--- src/rdm_pkg.sv ---
// Constants, types and helpers for the remote diode monitor block.
// Assumes one 100 MHz clock and an analog front end on the same clock.
`default_nettype none
package rdm_pkg;
  // ------------------------------------------------------------
  // Bus address and register offsets
  // ------------------------------------------------------------
  localparam logic [6:0] SLAVE_ADDR = 7'h4C;
  localparam logic [7:0] REG_RMT_HB = 8'h01;
  localparam logic [7:0] REG_STATUS = 8'h02;
  localparam logic [7:0] REG_CONFIG = 8'h03;
  localparam logic [7:0] REG_HI_LIM = 8'h07;
  localparam logic [7:0] REG_LO_LIM = 8'h08;
  localparam logic [7:0] REG_CONFIG_M = 8'h09;
  localparam logic [7:0] REG_HI_LIM_M = 8'h0D;
  localparam logic [7:0] REG_LO_LIM_M = 8'h0E;
  localparam logic [7:0] REG_ONE_SHOT = 8'h0F;
  localparam logic [7:0] REG_RMT_LB = 8'h10;
  localparam logic [7:0] REG_CRIT = 8'h19;
  localparam logic [7:0] REG_FILTER = 8'h50;
  // ------------------------------------------------------------
  // Field positions
  // ------------------------------------------------------------
  localparam int ST_RHIGH = 4;
  localparam int ST_RLOW = 3;
  localparam int ST_FAULT = 2;
  localparam int ST_RCRIT = 1;
  localparam int CFG_MASK = 7;
  localparam int CFG_STBY = 6;
  localparam int CFG_FQ = 0;
  localparam int FLT_HI = 2;
  localparam int FLT_LO = 1;
  localparam logic [7:0] ALARM_BITS = 8'h1A;
  localparam logic [7:0] CFG_WMASK = 8'hE7;
  localparam logic [7:0] FLT_WMASK = 8'h06;
  // ------------------------------------------------------------
  // Reset and forced values
  // ------------------------------------------------------------
  localparam logic [7:0] CONFIG_RST = 8'h00;
  localparam logic [7:0] FILTER_RST = 8'h00;
  localparam logic [7:0] HI_LIM_RST = 8'h46;
  localparam logic [7:0] LO_LIM_RST = 8'h00;
  localparam logic [7:0] CRIT_RST = 8'h6E;
  localparam logic [7:0] FORCE_OPEN_HB = 8'h7F;
  localparam logic [7:0] FORCE_SHORT_HB = 8'h80;
  localparam logic [1:0] FQ_DEPTH = 2'h3;
  // ------------------------------------------------------------
  // Timing
  // ------------------------------------------------------------
  localparam int CLK_MHZ = 100;
  localparam int BUS_TIMEOUT_US = 35000;
  localparam int TIMEOUT_CYC = BUS_TIMEOUT_US * CLK_MHZ;
  // ------------------------------------------------------------
  // Types
  // ------------------------------------------------------------
  typedef struct packed {
    logic diode_open;  // Anode open or tied to supply
    logic diode_short; // Anode tied to ground or cathode
    logic [10:0] temp; // Raw reading, 0.125 degree steps
  } rdm_conv_t;
  typedef enum logic [3:0] {
    ST_IDLE, ST_ADDR, ST_AACK, ST_CMD, ST_CACK,
    ST_WDATA, ST_DACK, ST_RDATA, ST_RACK, ST_WAIT
  } rdm_bus_state_t;
  // Folds mirror addresses onto their primary register
  function automatic logic [7:0] rdm_canon(input logic [7:0] a);
    case (a)
      REG_CONFIG_M: return REG_CONFIG;
      REG_HI_LIM_M: return REG_HI_LIM;
      REG_LO_LIM_M: return REG_LO_LIM;
      default: return a;
    endcase
  endfunction
endpackage
`default_nettype wire

--- src/rdm_fault_queue.sv ---
// Fault queue for one limit comparison.
// Assumes i_sample pulses once per conversion end, same clock.
`timescale 1ns/1ps
`default_nettype none
module rdm_fault_queue import rdm_pkg::*; (
  input wire logic i_ref_clk, // System clock
  input wire logic i_sys_rst, // Async reset, high
  input wire logic i_sample,  // Conversion end pulse
  input wire logic i_out,     // Reading out of limit
  input wire logic i_qen,     // Queue enabled
  output logic o_trip         // Qualified alarm pulse
);
  logic [1:0] run; // Consecutive out-of-limit count

  // ------------------------------------------------------------
  // Run counter
  // ------------------------------------------------------------
  always_ff @(posedge i_ref_clk or posedge i_sys_rst) begin
    if (i_sys_rst) begin
      run <= 2'h0;
    end else if (i_sample) begin
      if (!i_out) begin
        run <= 2'h0;
      end else if (run != FQ_DEPTH) begin
        run <= run + 2'h1;
      end
    end
  end

  // Third reading in a row trips when queued, any one otherwise
  assign o_trip = i_sample & i_out & (!i_qen | (run >= FQ_DEPTH - 2'h1));
endmodule
`default_nettype wire

--- src/rdm_monitor.sv ---
// Remote diode monitor: serial slave, registers, filter, limits.
// Assumes pins arrive asynchronously; converter runs on this clock.
`timescale 1ns/1ps
`default_nettype none
module rdm_monitor import rdm_pkg::*; #(
  parameter int TIMEOUT_CYCLES = TIMEOUT_CYC // Bus low timeout
) (
  input wire logic i_ref_clk,      // System clock 100 MHz
  input wire logic i_sys_rst,      // Async reset, high
  input wire logic i_scl,          // Serial clock pin
  input wire logic i_sda,          // Serial data pin in
  output logic o_sda_out,          // Serial data out level
  output logic o_sda_oe,           // Serial data pull low
  output logic o_alert_out,        // Alarm pin out level
  output logic o_alert_oe,         // Alarm pin pull low
  input wire rdm_conv_t i_conv,    // Converter result
  input wire logic i_conv_done,    // Conversion end pulse
  output logic o_conv_run          // Converter may run
);
  // ------------------------------------------------------------
  // Declarations
  // ------------------------------------------------------------
  logic [1:0] scl_sy, sda_sy; // Pin synchronisers
  logic scl_d, sda_d;         // Previous synced levels
  logic scl, sda;             // Synced levels
  logic start_det, stop_det, scl_rise, scl_fall;
  logic [31:0] to_cnt;        // Bus low time
  logic to_hit;               // Timeout reached
  rdm_bus_state_t state;
  logic [7:0] sh;             // Byte shifter
  logic [3:0] bits;           // Bit counter
  logic rnw;                  // Read transfer
  logic [7:0] ptr;            // Command pointer
  logic [7:0] canon;          // Pointer after mirror fold
  logic wr_stb;               // Data byte write pulse
  logic rd_clr;               // Status read pulse
  logic [7:0] rd_byte;        // Read mux
  logic [7:0] cfg, filt, hi_lim, lo_lim, crit, status;
  logic pend;                 // One-shot pending
  logic [10:0] rdg;           // Filtered reading
  logic [10:0] next_rdg;
  logic signed [11:0] diff;
  logic [7:0] nhb;            // New high byte
  logic [2:0] outv, trip;     // High, low, crit
  logic [7:0] next_status;
  logic alert_q;

  // ------------------------------------------------------------
  // Pin synchronisers and bus events
  // ------------------------------------------------------------
  always_ff @(posedge i_ref_clk or posedge i_sys_rst) begin
    if (i_sys_rst) begin
      scl_sy <= 2'h3;
      sda_sy <= 2'h3;
      scl_d <= 1'b1;
      sda_d <= 1'b1;
    end else begin
      scl_sy <= {scl_sy[0], i_scl};
      sda_sy <= {sda_sy[0], i_sda};
      scl_d <= scl_sy[1];
      sda_d <= sda_sy[1];
    end
  end
  assign scl = scl_sy[1];
  assign sda = sda_sy[1];
  assign start_det = scl & scl_d & sda_d & !sda;
  assign stop_det = scl & scl_d & !sda_d & sda;
  assign scl_rise = scl & !scl_d;
  assign scl_fall = !scl & scl_d;

  // Counts while either line is low
  always_ff @(posedge i_ref_clk or posedge i_sys_rst) begin
    if (i_sys_rst) begin
      to_cnt <= 32'h0;
    end else if ((scl & sda) | to_hit) begin
      to_cnt <= 32'h0;
    end else begin
      to_cnt <= to_cnt + 32'h1;
    end
  end
  assign to_hit = (to_cnt == 32'(TIMEOUT_CYCLES - 1));

  // ------------------------------------------------------------
  // Serial slave state machine
  // ------------------------------------------------------------
  assign canon = rdm_canon(ptr);
  always_ff @(posedge i_ref_clk or posedge i_sys_rst) begin
    if (i_sys_rst) begin
      state <= ST_IDLE;
      sh <= 8'h00;
      bits <= 4'h0;
      rnw <= 1'b0;
      ptr <= 8'h00;
      o_sda_oe <= 1'b0;
      wr_stb <= 1'b0;
      rd_clr <= 1'b0;
    end else begin
      wr_stb <= 1'b0;
      rd_clr <= 1'b0;
      if (to_hit) begin
        state <= ST_IDLE;
        o_sda_oe <= 1'b0;
      end else if (start_det) begin
        state <= ST_ADDR;
        bits <= 4'h0;
        o_sda_oe <= 1'b0;
      end else if (stop_det) begin
        state <= ST_IDLE;
        o_sda_oe <= 1'b0;
      end else begin
        case (state)
          ST_ADDR, ST_CMD, ST_WDATA: begin
            if (scl_rise) begin
              sh <= {sh[6:0], sda};
              bits <= bits + 4'h1;
            end else if (scl_fall && bits == 4'h8) begin
              bits <= 4'h0;
              if (state == ST_ADDR) begin
                if (sh[7:1] == SLAVE_ADDR) begin
                  rnw <= sh[0];
                  o_sda_oe <= 1'b1;
                  state <= ST_AACK;
                end else begin
                  state <= ST_WAIT;
                end
              end else if (state == ST_CMD) begin
                ptr <= sh;
                o_sda_oe <= 1'b1;
                state <= ST_CACK;
              end else begin
                wr_stb <= 1'b1;
                o_sda_oe <= 1'b1;
                state <= ST_DACK;
              end
            end
          end
          ST_AACK: if (scl_fall) begin
            if (rnw) begin
              // Present the first data bit as the ack ends
              sh <= rd_byte;
              o_sda_oe <= !rd_byte[7];
              rd_clr <= (canon == REG_STATUS);
              state <= ST_RDATA;
            end else begin
              o_sda_oe <= 1'b0;
              state <= ST_CMD;
            end
          end
          ST_CACK: if (scl_fall) begin
            o_sda_oe <= 1'b0;
            state <= ST_WDATA;
          end
          ST_DACK: if (scl_fall) begin
            o_sda_oe <= 1'b0;
            state <= ST_WAIT;
          end
          ST_RDATA: begin
            if (scl_rise) begin
              bits <= bits + 4'h1;
            end else if (scl_fall) begin
              if (bits == 4'h8) begin
                bits <= 4'h0;
                o_sda_oe <= 1'b0;
                state <= ST_RACK;
              end else begin
                sh <= {sh[6:0], 1'b0};
                o_sda_oe <= !sh[6];
              end
            end
          end
          // Ack repeats the same register, nack ends the read
          ST_RACK: if (scl_rise) begin
            state <= sda ? ST_WAIT : ST_AACK;
          end
          default: begin
            // Idle or ignoring the rest of a transfer
          end
        endcase
      end
    end
  end
  assign o_sda_out = 1'b0;
  assign o_alert_out = 1'b0;

  // ------------------------------------------------------------
  // Register file
  // ------------------------------------------------------------
  always_ff @(posedge i_ref_clk or posedge i_sys_rst) begin
    if (i_sys_rst) begin
      cfg <= CONFIG_RST;
      filt <= FILTER_RST;
      hi_lim <= HI_LIM_RST;
      lo_lim <= LO_LIM_RST;
      crit <= CRIT_RST;
      pend <= 1'b0;
    end else begin
      if (i_conv_done) begin
        pend <= 1'b0;
      end
      if (wr_stb) begin
        case (canon)
          REG_CONFIG: cfg <= sh & CFG_WMASK;
          REG_FILTER: filt <= sh & FLT_WMASK;
          REG_HI_LIM: hi_lim <= sh;
          REG_LO_LIM: lo_lim <= sh;
          REG_CRIT: crit <= sh;
          REG_ONE_SHOT: if (cfg[CFG_STBY]) pend <= 1'b1;
          default: begin
            // Read-only or unused: write ignored
          end
        endcase
      end
    end
  end
  assign o_conv_run = !cfg[CFG_STBY] | pend;

  // Read mux; one-shot and unused locations read zero
  always_comb begin
    case (canon)
      REG_RMT_HB: rd_byte = rdg[10:3];
      REG_RMT_LB: rd_byte = {rdg[2:0], 5'h00};
      REG_STATUS: rd_byte = status;
      REG_CONFIG: rd_byte = cfg;
      REG_FILTER: rd_byte = filt;
      REG_HI_LIM: rd_byte = hi_lim;
      REG_LO_LIM: rd_byte = lo_lim;
      REG_CRIT: rd_byte = crit;
      default: rd_byte = 8'h00;
    endcase
  end

  // ------------------------------------------------------------
  // Filter, fault forcing and limit comparison
  // ------------------------------------------------------------
  always_comb begin
    diff = {i_conv.temp[10], i_conv.temp} - {rdg[10], rdg};
    case (filt[FLT_HI:FLT_LO])
      2'h0: next_rdg = i_conv.temp;
      2'h3: next_rdg = rdg + 11'(diff >>> 2);
      default: next_rdg = rdg + 11'(diff >>> 1);
    endcase
    if (i_conv.diode_open) begin
      next_rdg = {FORCE_OPEN_HB, 3'h0};
    end else if (i_conv.diode_short) begin
      next_rdg = {FORCE_SHORT_HB, 3'h0};
    end
  end
  assign nhb = next_rdg[10:3];
  assign outv[0] = $signed(nhb) > $signed(hi_lim);
  assign outv[1] = $signed(lo_lim) > $signed(nhb);
  assign outv[2] = $signed(nhb) > $signed(crit);

  always_ff @(posedge i_ref_clk or posedge i_sys_rst) begin
    if (i_sys_rst) begin
      rdg <= 11'h000;
    end else if (i_conv_done) begin
      rdg <= next_rdg;
    end
  end

  for (genvar g = 0; g < 3; g++) begin : g_queue
    rdm_fault_queue u_queue (
      .i_ref_clk(i_ref_clk),
      .i_sys_rst(i_sys_rst),
      .i_sample(i_conv_done),
      .i_out(outv[g]),
      .i_qen(cfg[CFG_FQ]),
      .o_trip(trip[g])
    );
  end

  // ------------------------------------------------------------
  // Status and alarm
  // ------------------------------------------------------------
  always_comb begin
    next_status = rd_clr ? 8'h00 : status;
    next_status[ST_RHIGH] = next_status[ST_RHIGH] | trip[0];
    next_status[ST_RLOW] = next_status[ST_RLOW] | trip[1];
    next_status[ST_RCRIT] = next_status[ST_RCRIT] | trip[2];
    next_status[ST_FAULT] = next_status[ST_FAULT] | (i_conv_done & i_conv.diode_open);
  end
  always_ff @(posedge i_ref_clk or posedge i_sys_rst) begin
    if (i_sys_rst) begin
      status <= 8'h00;
      alert_q <= 1'b0;
    end else begin
      status <= next_status;
      alert_q <= (|(status & ALARM_BITS)) & !cfg[CFG_MASK];
    end
  end
  assign o_alert_oe = alert_q;
endmodule
`default_nettype wire

--- config.mk ---
export PLATFORM = sky130hd
export DESIGN_NAME = rdm_monitor
export DESIGN_NICKNAME = d
export VERILOG_FILES = /design/src/rdm_pkg.sv /design/src/rdm_fault_queue.sv /design/src/rdm_monitor.sv
export SDC_FILE = /design/constraint.sdc
export NUM_CORES = 1
export LEC_CHECK = 0
export BUFFER_PORTS_ARGS = -buffer_cell sky130_fd_sc_hd__buf_2
export CORE_ASPECT_RATIO = 1.25
export CORE_MARGIN = 3
export CORE_UTILIZATION = 50
export DETAILED_ROUTE_END_ITERATION = 6
export PLACE_DENSITY_LB_ADDON = 0.3
export SETUP_SLACK_MARGIN = 0.05
export SYNTH_ARGS = -nofsm -noshare
export SYNTH_HDL_FRONTEND = slang
export SYNTH_SLANG_ARGS = --single-unit
--- constraint.sdc ---
create_clock -name i_ref_clk -period 7.5 [get_ports i_ref_clk]
set_input_delay 0.375 -clock i_ref_clk [delete_from_list [all_inputs] [get_ports i_ref_clk]]
set_output_delay 0.375 -clock i_ref_clk [all_outputs]
set_load 0.1 [all_outputs]
# Word-level counts from Yosys, hierarchy flattened
# Index checks and enable logic that the tools add are counted.
# word_totals
regBits,121
# classes
add_sub_neg,8
order_cmp,6
n_eq_ne,51
mux,78
bitwise_logic,30
reduce_logical,32
# ops
operator,count
two-way mux 4 bit,22
case mux 8 bit (8 select lines),1
two-way mux 8 bit,6
case mux 8 bit (3 select lines),2
"inequality test 5 bit, second input constant",9
"equality test 8 x 4 -> 1 bit, second input constant",5
"adder 32 x 1 -> 32 bit, second input constant",1
"equality test 32 x 22 -> 1 bit, second input constant",1
two-way mux 32 bit,1
two-way mux 1 bit,31
"inequality test 2 bit, second input constant",13
> comparator 8 bit,3
case mux 4 bit (6 select lines),1
AND reduction 8 bit,3
adder 11 bit,2
two-way mux 11 bit,2
case mux 11 bit (2 select lines),1
AND reduction 10 bit,2
bitwise AND 1 bit,16
"equality test 4 x 3 -> 1 bit, second input constant",4
"equality test 8 x 2 -> 1 bit, second input constant",2
"equality test 8 x 5 -> 1 bit, second input constant",2
AND reduction 2 bit,8
two-way mux 2 bit,7
other kinds (30),60

# Longest topological paths before layout
# logic_depth
ltp_word,11
ltp_mapped,25
ltp_nobuf,25

# By module
# From an unflattened synthesis, not the netlist that was laid out.
# hier_totals
cells_unflattened,832
hier_area_um2,7880.1
# modules_own_cells
module,instances,cells_per_inst,area_each_um2
rdm_monitor,1,796,7508.5
rdm_fault_queue,3,12,123.9

# Least setup slack after synthesis
# Ideal clock, no wire load.
# synth_timing
kind,flip-flop to flip-flop
from,register rdg[2]
to,register g_queue[0].u_queue.run[0]
setup_ns,0.125
t_arrival_ns,4.843
slack_ns,2.533
stages_incl_launch_ff,23
path_buffers,0
path_cell_list,dfrtp_1 > inv_1 > ha_1 > a21o_1 > a31o_2 > a221o_1 > a2111oi_0 > nor3_1 > xnor2_1 > o21ai_1 > ha_1 > nand4_1 > or4b_1 > a41oi_1 > inv_1 > ha_1 > and4_1 > nand4_1 > o211ai_1 > o21ai_0 > a41oi_1 > o21ai_0 > mux2_2
# synth_via
elab_chain_len,8
word_cells_on_any_way,10
classes_between,3 x add/sub; 1 x order compare; 1 x eq/ne; 4 x mux; 1 x reduce/logical
# synth_lines
item,line_no,text
from (decl),rdm_monitor.sv:40,logic [10:0] rdg;
from (signal assigned),rdm_monitor.sv:257,rdg <= next_rdg;
subtractor 11 x 11 -> 12 bit,rdm_monitor.sv:236,"diff = {i_conv.temp[10], i_conv.temp} - {rdg[10], rdg};"
"adder 11 bit, on equally long branches","rdm_monitor.sv:240, rdm_monitor.sv:239",
case mux 11 bit (2 select lines) (*),rdm_monitor.sv:237,case (filt[FLT_HI:FLT_LO])
two-way mux 11 bit (*),rdm_monitor.sv:244,end else if (i_conv.diode_short) begin
two-way mux 11 bit (*),rdm_monitor.sv:242,if (i_conv.diode_open) begin
via next_rdg[9],rdm_monitor.sv:41,logic [10:0] next_rdg;
> comparator 8 bit (*),rdm_monitor.sv:249,assign outv[0] = $signed(nhb) > $signed(hi_lim);
inequality test 2 bit (no source line),-,
AND reduction 2 bit (no source line),-,
to (signal assigned),rdm_fault_queue.sv:25,run <= run + 2'h1;
to (decl),rdm_fault_queue.sv:13,logic [1:0] run;
# The timed path passes the listed nets; every way through them passes the cells marked *.
# A chain may end at the register's enable or synchronous reset.

# Final worst setup path
# Same ends and word-level chain as after synthesis.

==> summary.md <==
| Metric | Value |
|---|---|
| Top-count cell post-synth | dfrtp_1 |
| Detailed-route DRC error count | 0 |
| Chip Width | 120 um |
| Via Count | 6558 |
| Max Cap Viol | 0 |
| Worst vdd ir | 0.0001441 V |
| Synth Register Bits | 121 |
| Worst path arrival time | 5.83 ns |
| Largest net degree at the start of global routing | 64 |
| Share of the synthesized area in the top cell type | 0.3296 |
| Worst Skew | 0.009884 ns |
| Total grt overflow | 0 |
| Total track usage | 0.2261 |
| Antenna viol nets, final | 0 |
| Wirelength per Cell | 17.51 um |
| XOR/XNOR Fraction of Synth Area | 0.05068 |
| DR vias/cell | 5.929 |
| Diodes inserted | 0 |
| H-tree depth | 4 |
| 1st-iter DRT viols | 396 |
| Post-synth EDFFs | 0 |
| CP Class | flip-flop to flip-flop |
| Setup TNS | 0 ns |
| Synth warnings | 0 |
| PwrDens | 235.3 nW/um2 |
| # IOs | 23 |
| Clk_lat worst skew | 0.41 ns |
| Worst hold path class | input pin to flip-flop |
| Starting Density | 0.5154 |
| Vias in the first global route | 6587 |
| Cells after Synth | 872 |
| Final wirelength | 19370 um |
| Number of buffers created by CTS | 17 |
| Commonest cells in the netlist | dfrtp_1 (107), nor2_1 (84), inv_1 (61) |
| Max clock buf depth | 2 |
| Clk root buf | clkbuf_16 |
| Placed instance area | 8354 um2 |
| Max-slew violation count | 0 |
| Mux cell area share after synthesis | 0.07856 |
| Number of antenna violations at the first check in global routing | 0 |
| Core area | 15760 um2 |
| Slew HR | 0.3198 |
| Final Cycle Share | 0.7384 |
| Dominant cells by area after synthesis | dfrtp_1 (33%), ha_1 (8.0%), mux2_2 (6.4%) |
| Crit path max fanout | 6 |
| Status | complete, no violations |
| Final hold violations | 0 |
| RSZ-0062 raised after global routing | no |
| Worst-path clk slew | 0.06 ns |
| Hold Slack | 0.05860 ns |
| Worst setup EP type | flip-flop |
| First-pass GRT wire length | 32680 um |
| Simple-gate share of the synthesized area | 0.1938 |
| Buffers added on ports | 20 |
| Post-CTS Setup Bufs | 0 |
| Main synth FF type | dfrtp_1 |
| Post-CTS Resized | 0 |
| # hold bufs at CTS | 0 |
| WP data required | 7.79 ns |
| Die H | 148.5 um |
| Drt first pass iters | 5 |
| Peak Freq | 0.1806 GHz |
| Fin area | 8997 um2 |
| Top cell type by total area after synthesis | dfrtp_1 |
| Tmin final | 5.538 ns |
| CTS tree | done |
| Syn Area/Cell | 9.315 um2 |
| Sink Count | 121 |
| Sequential area share after synthesis | 0.3749 |
| Layout area overhead | 10.77% |
| Worst Setup Start Kind | flip-flop |
| HPWL Detailed | 14220 um |
| # setup viols final | 0 |
| Die ar. | 17820 um2 |
| Nets | 953 |
| Compound-gate portion of the synthesized area | 0.1688 |
| Placer congestion estimate | 0.8734 |
| Post-Synth Adder-Cell Area | 0.08503 |
| Tightest Pin Transition | 1.020 ns |
| Share of cells above drive strength 1 | 0.1555 |
| Lkg Pwr | 3.962 nW |
| Largest family of logic cells by synthesized area | simple AND/OR/NAND/NOR gates |
| Site Rows | 51 |
| Netlist cell types | 79 |
| Netlist area before placement | 8123 um2 |
| Async SR Flop Fraction | 1.000 |
-- final timing paths --
check | start | to | slack, ns | depth (start not counted)
setup / recovery | rdg[2] | g_queue[0].u_queue.run[0] | 1.96 | 22
hold / removal | i_sda | sda_sy[0] | 0.06 | 1
setup reg to reg | rdg[2] | g_queue[0].u_queue.run[0] | 1.96 | 22
hold reg to reg | scl_sy[0] | scl_sy[1] | 0.35 | 0
max in group asynchronous | i_sys_rst | o_sda_oe | 6.16 | 3
min in group asynchronous | i_sys_rst | g_queue[2].u_queue.run[1] | 0.11 | 2
-- area by class of cell --
cell class / instances / area (um2)
multi-input cells: 657 / 4693
flip-flops and latches: 121 / 3045
well taps: 212 / 265.3
clock inverters: 13 / 200.2
fillers: 1434 / 6764
inverters: 62 / 235.2
clock buffers: 19 / 442.9
repair buffers: 22 / 115.1
-- critical path: stages (launching register included) --
cell,delay [ns]
dfrtp_1,0.37
inv_1,0.07
ha_1,0.33
a21o_1,0.19
a31o_2,0.23
a221o_1,0.35
a2111oi_0,0.41
nor3_1,0.12
xnor2_1,0.21
o21ai_1,0.08
ha_1,0.39
nand4_1,0.13
or4b_1,0.48
a41oi_1,0.37
inv_1,0.12
ha_1,0.31
and4_1,0.17
nand4_1,0.12
o211ai_1,0.10
o21ai_0,0.10
a41oi_1,0.28
o21ai_0,0.17
mux2_2,0.32
-- registers in the layout (all words and copies together), names as in the netlist, 2 cells and up --
signal,flops
bits,4
cfg,6
scl_sy,2
rdg,11
sh,8
hi_lim,8
to_cnt,32
state,4
g_queue.u_queue.run,6
lo_lim,8
crit,8
sda_sy,2
ptr,8
status,4
filt,2
-- per-stage QoR --
stage / power (mW) / instances / setup WS, ns / utilization
after global routing: 2.223 / 1106 / 1.415 / 0.5709
after floorplan: 1.123 / 873 / 2.533 / -
final: 2.117 / 1106 / 1.962 / 0.5709
after CTS: 2.126 / 1106 / 1.950 / 0.5709
after detailed placement: 1.227 / 1074 / 1.857 / 0.5300
after global placement: 1.218 / 1074 / 2.052 / 0.5300
-- logic make-up after synthesis --
| group | Yosys count |
|---|---|
| AOI/OAI and AO/OA | 204 |
| DFF | 121 |
| and+or+nand+nor | 292 |
| other | 1 |
| muxes | 58 |
| xor gates and xnor gates | 47 |
| adders and majority gates | 54 |
| buffers and inverters | 95 |
-- per-layer routing --
layer | part of all wire | track usage
met3 | 0.036 | 0.03195
met4 | 0.042 | 0.1072
met5 | 0 | 0
met1 | 0.42 | 0.2710
met2 | 0.50 | 0.3989
-- where the power goes --
part	switching, mW	internal [mW]
registers	0.0956	0.701
logic	0.238	0.187
clock network	0.299	0.596
total	0.633	1.48
-- placed cells by master, fill, tap and decap left out, types with 5 or more instances in the layout --
| master | synthesis | final |
|---|---|---|
| dfrtp_1 | 107 | 107 |
| nor2_1 | 84 | 84 |
| inv_1 | 61 | 60 |
| nand2_1 | 55 | 55 |
| ha_1 | 52 | 52 |
| o21ai_0 | 47 | 47 |
| mux2_2 | 46 | 46 |
| a21oi_1 | 37 | 37 |
| xnor2_1 | 27 | 27 |
| nand3_1 | 26 | 26 |
| xor2_1 | 20 | 20 |
| buf_2 | 13 | 20 |
| nor3_1 | 19 | 19 |
| clkbuf_16 | 0 | 17 |
| a21o_1 | 14 | 14 |
| dfstp_2 | 14 | 14 |
| a22oi_1 | 13 | 13 |
| nor2b_1 | 12 | 12 |
| mux2i_1 | 12 | 12 |
| nand4_1 | 11 | 11 |
| a31oi_1 | 11 | 11 |
| o21a_1 | 11 | 11 |
| nand3b_1 | 10 | 10 |
| nand2b_1 | 10 | 10 |
| o22ai_1 | 10 | 10 |
| nor4_1 | 8 | 8 |
| or3_1 | 7 | 7 |
| and3_1 | 7 | 7 |
| and4_1 | 6 | 6 |
| or2_2 | 5 | 5 |
| nor4b_1 | 5 | 5 |
| a41oi_1 | 5 | 5 |
| o32ai_1 | 5 | 5 |
| o211ai_1 | 5 | 5 |
| o31ai_1 | 5 | 5 |
| bufinv_16 | 0 | 5 |
| clkinv_2 | 0 | 5 |
No activity file was read; power rests on OpenSTA's default activity.
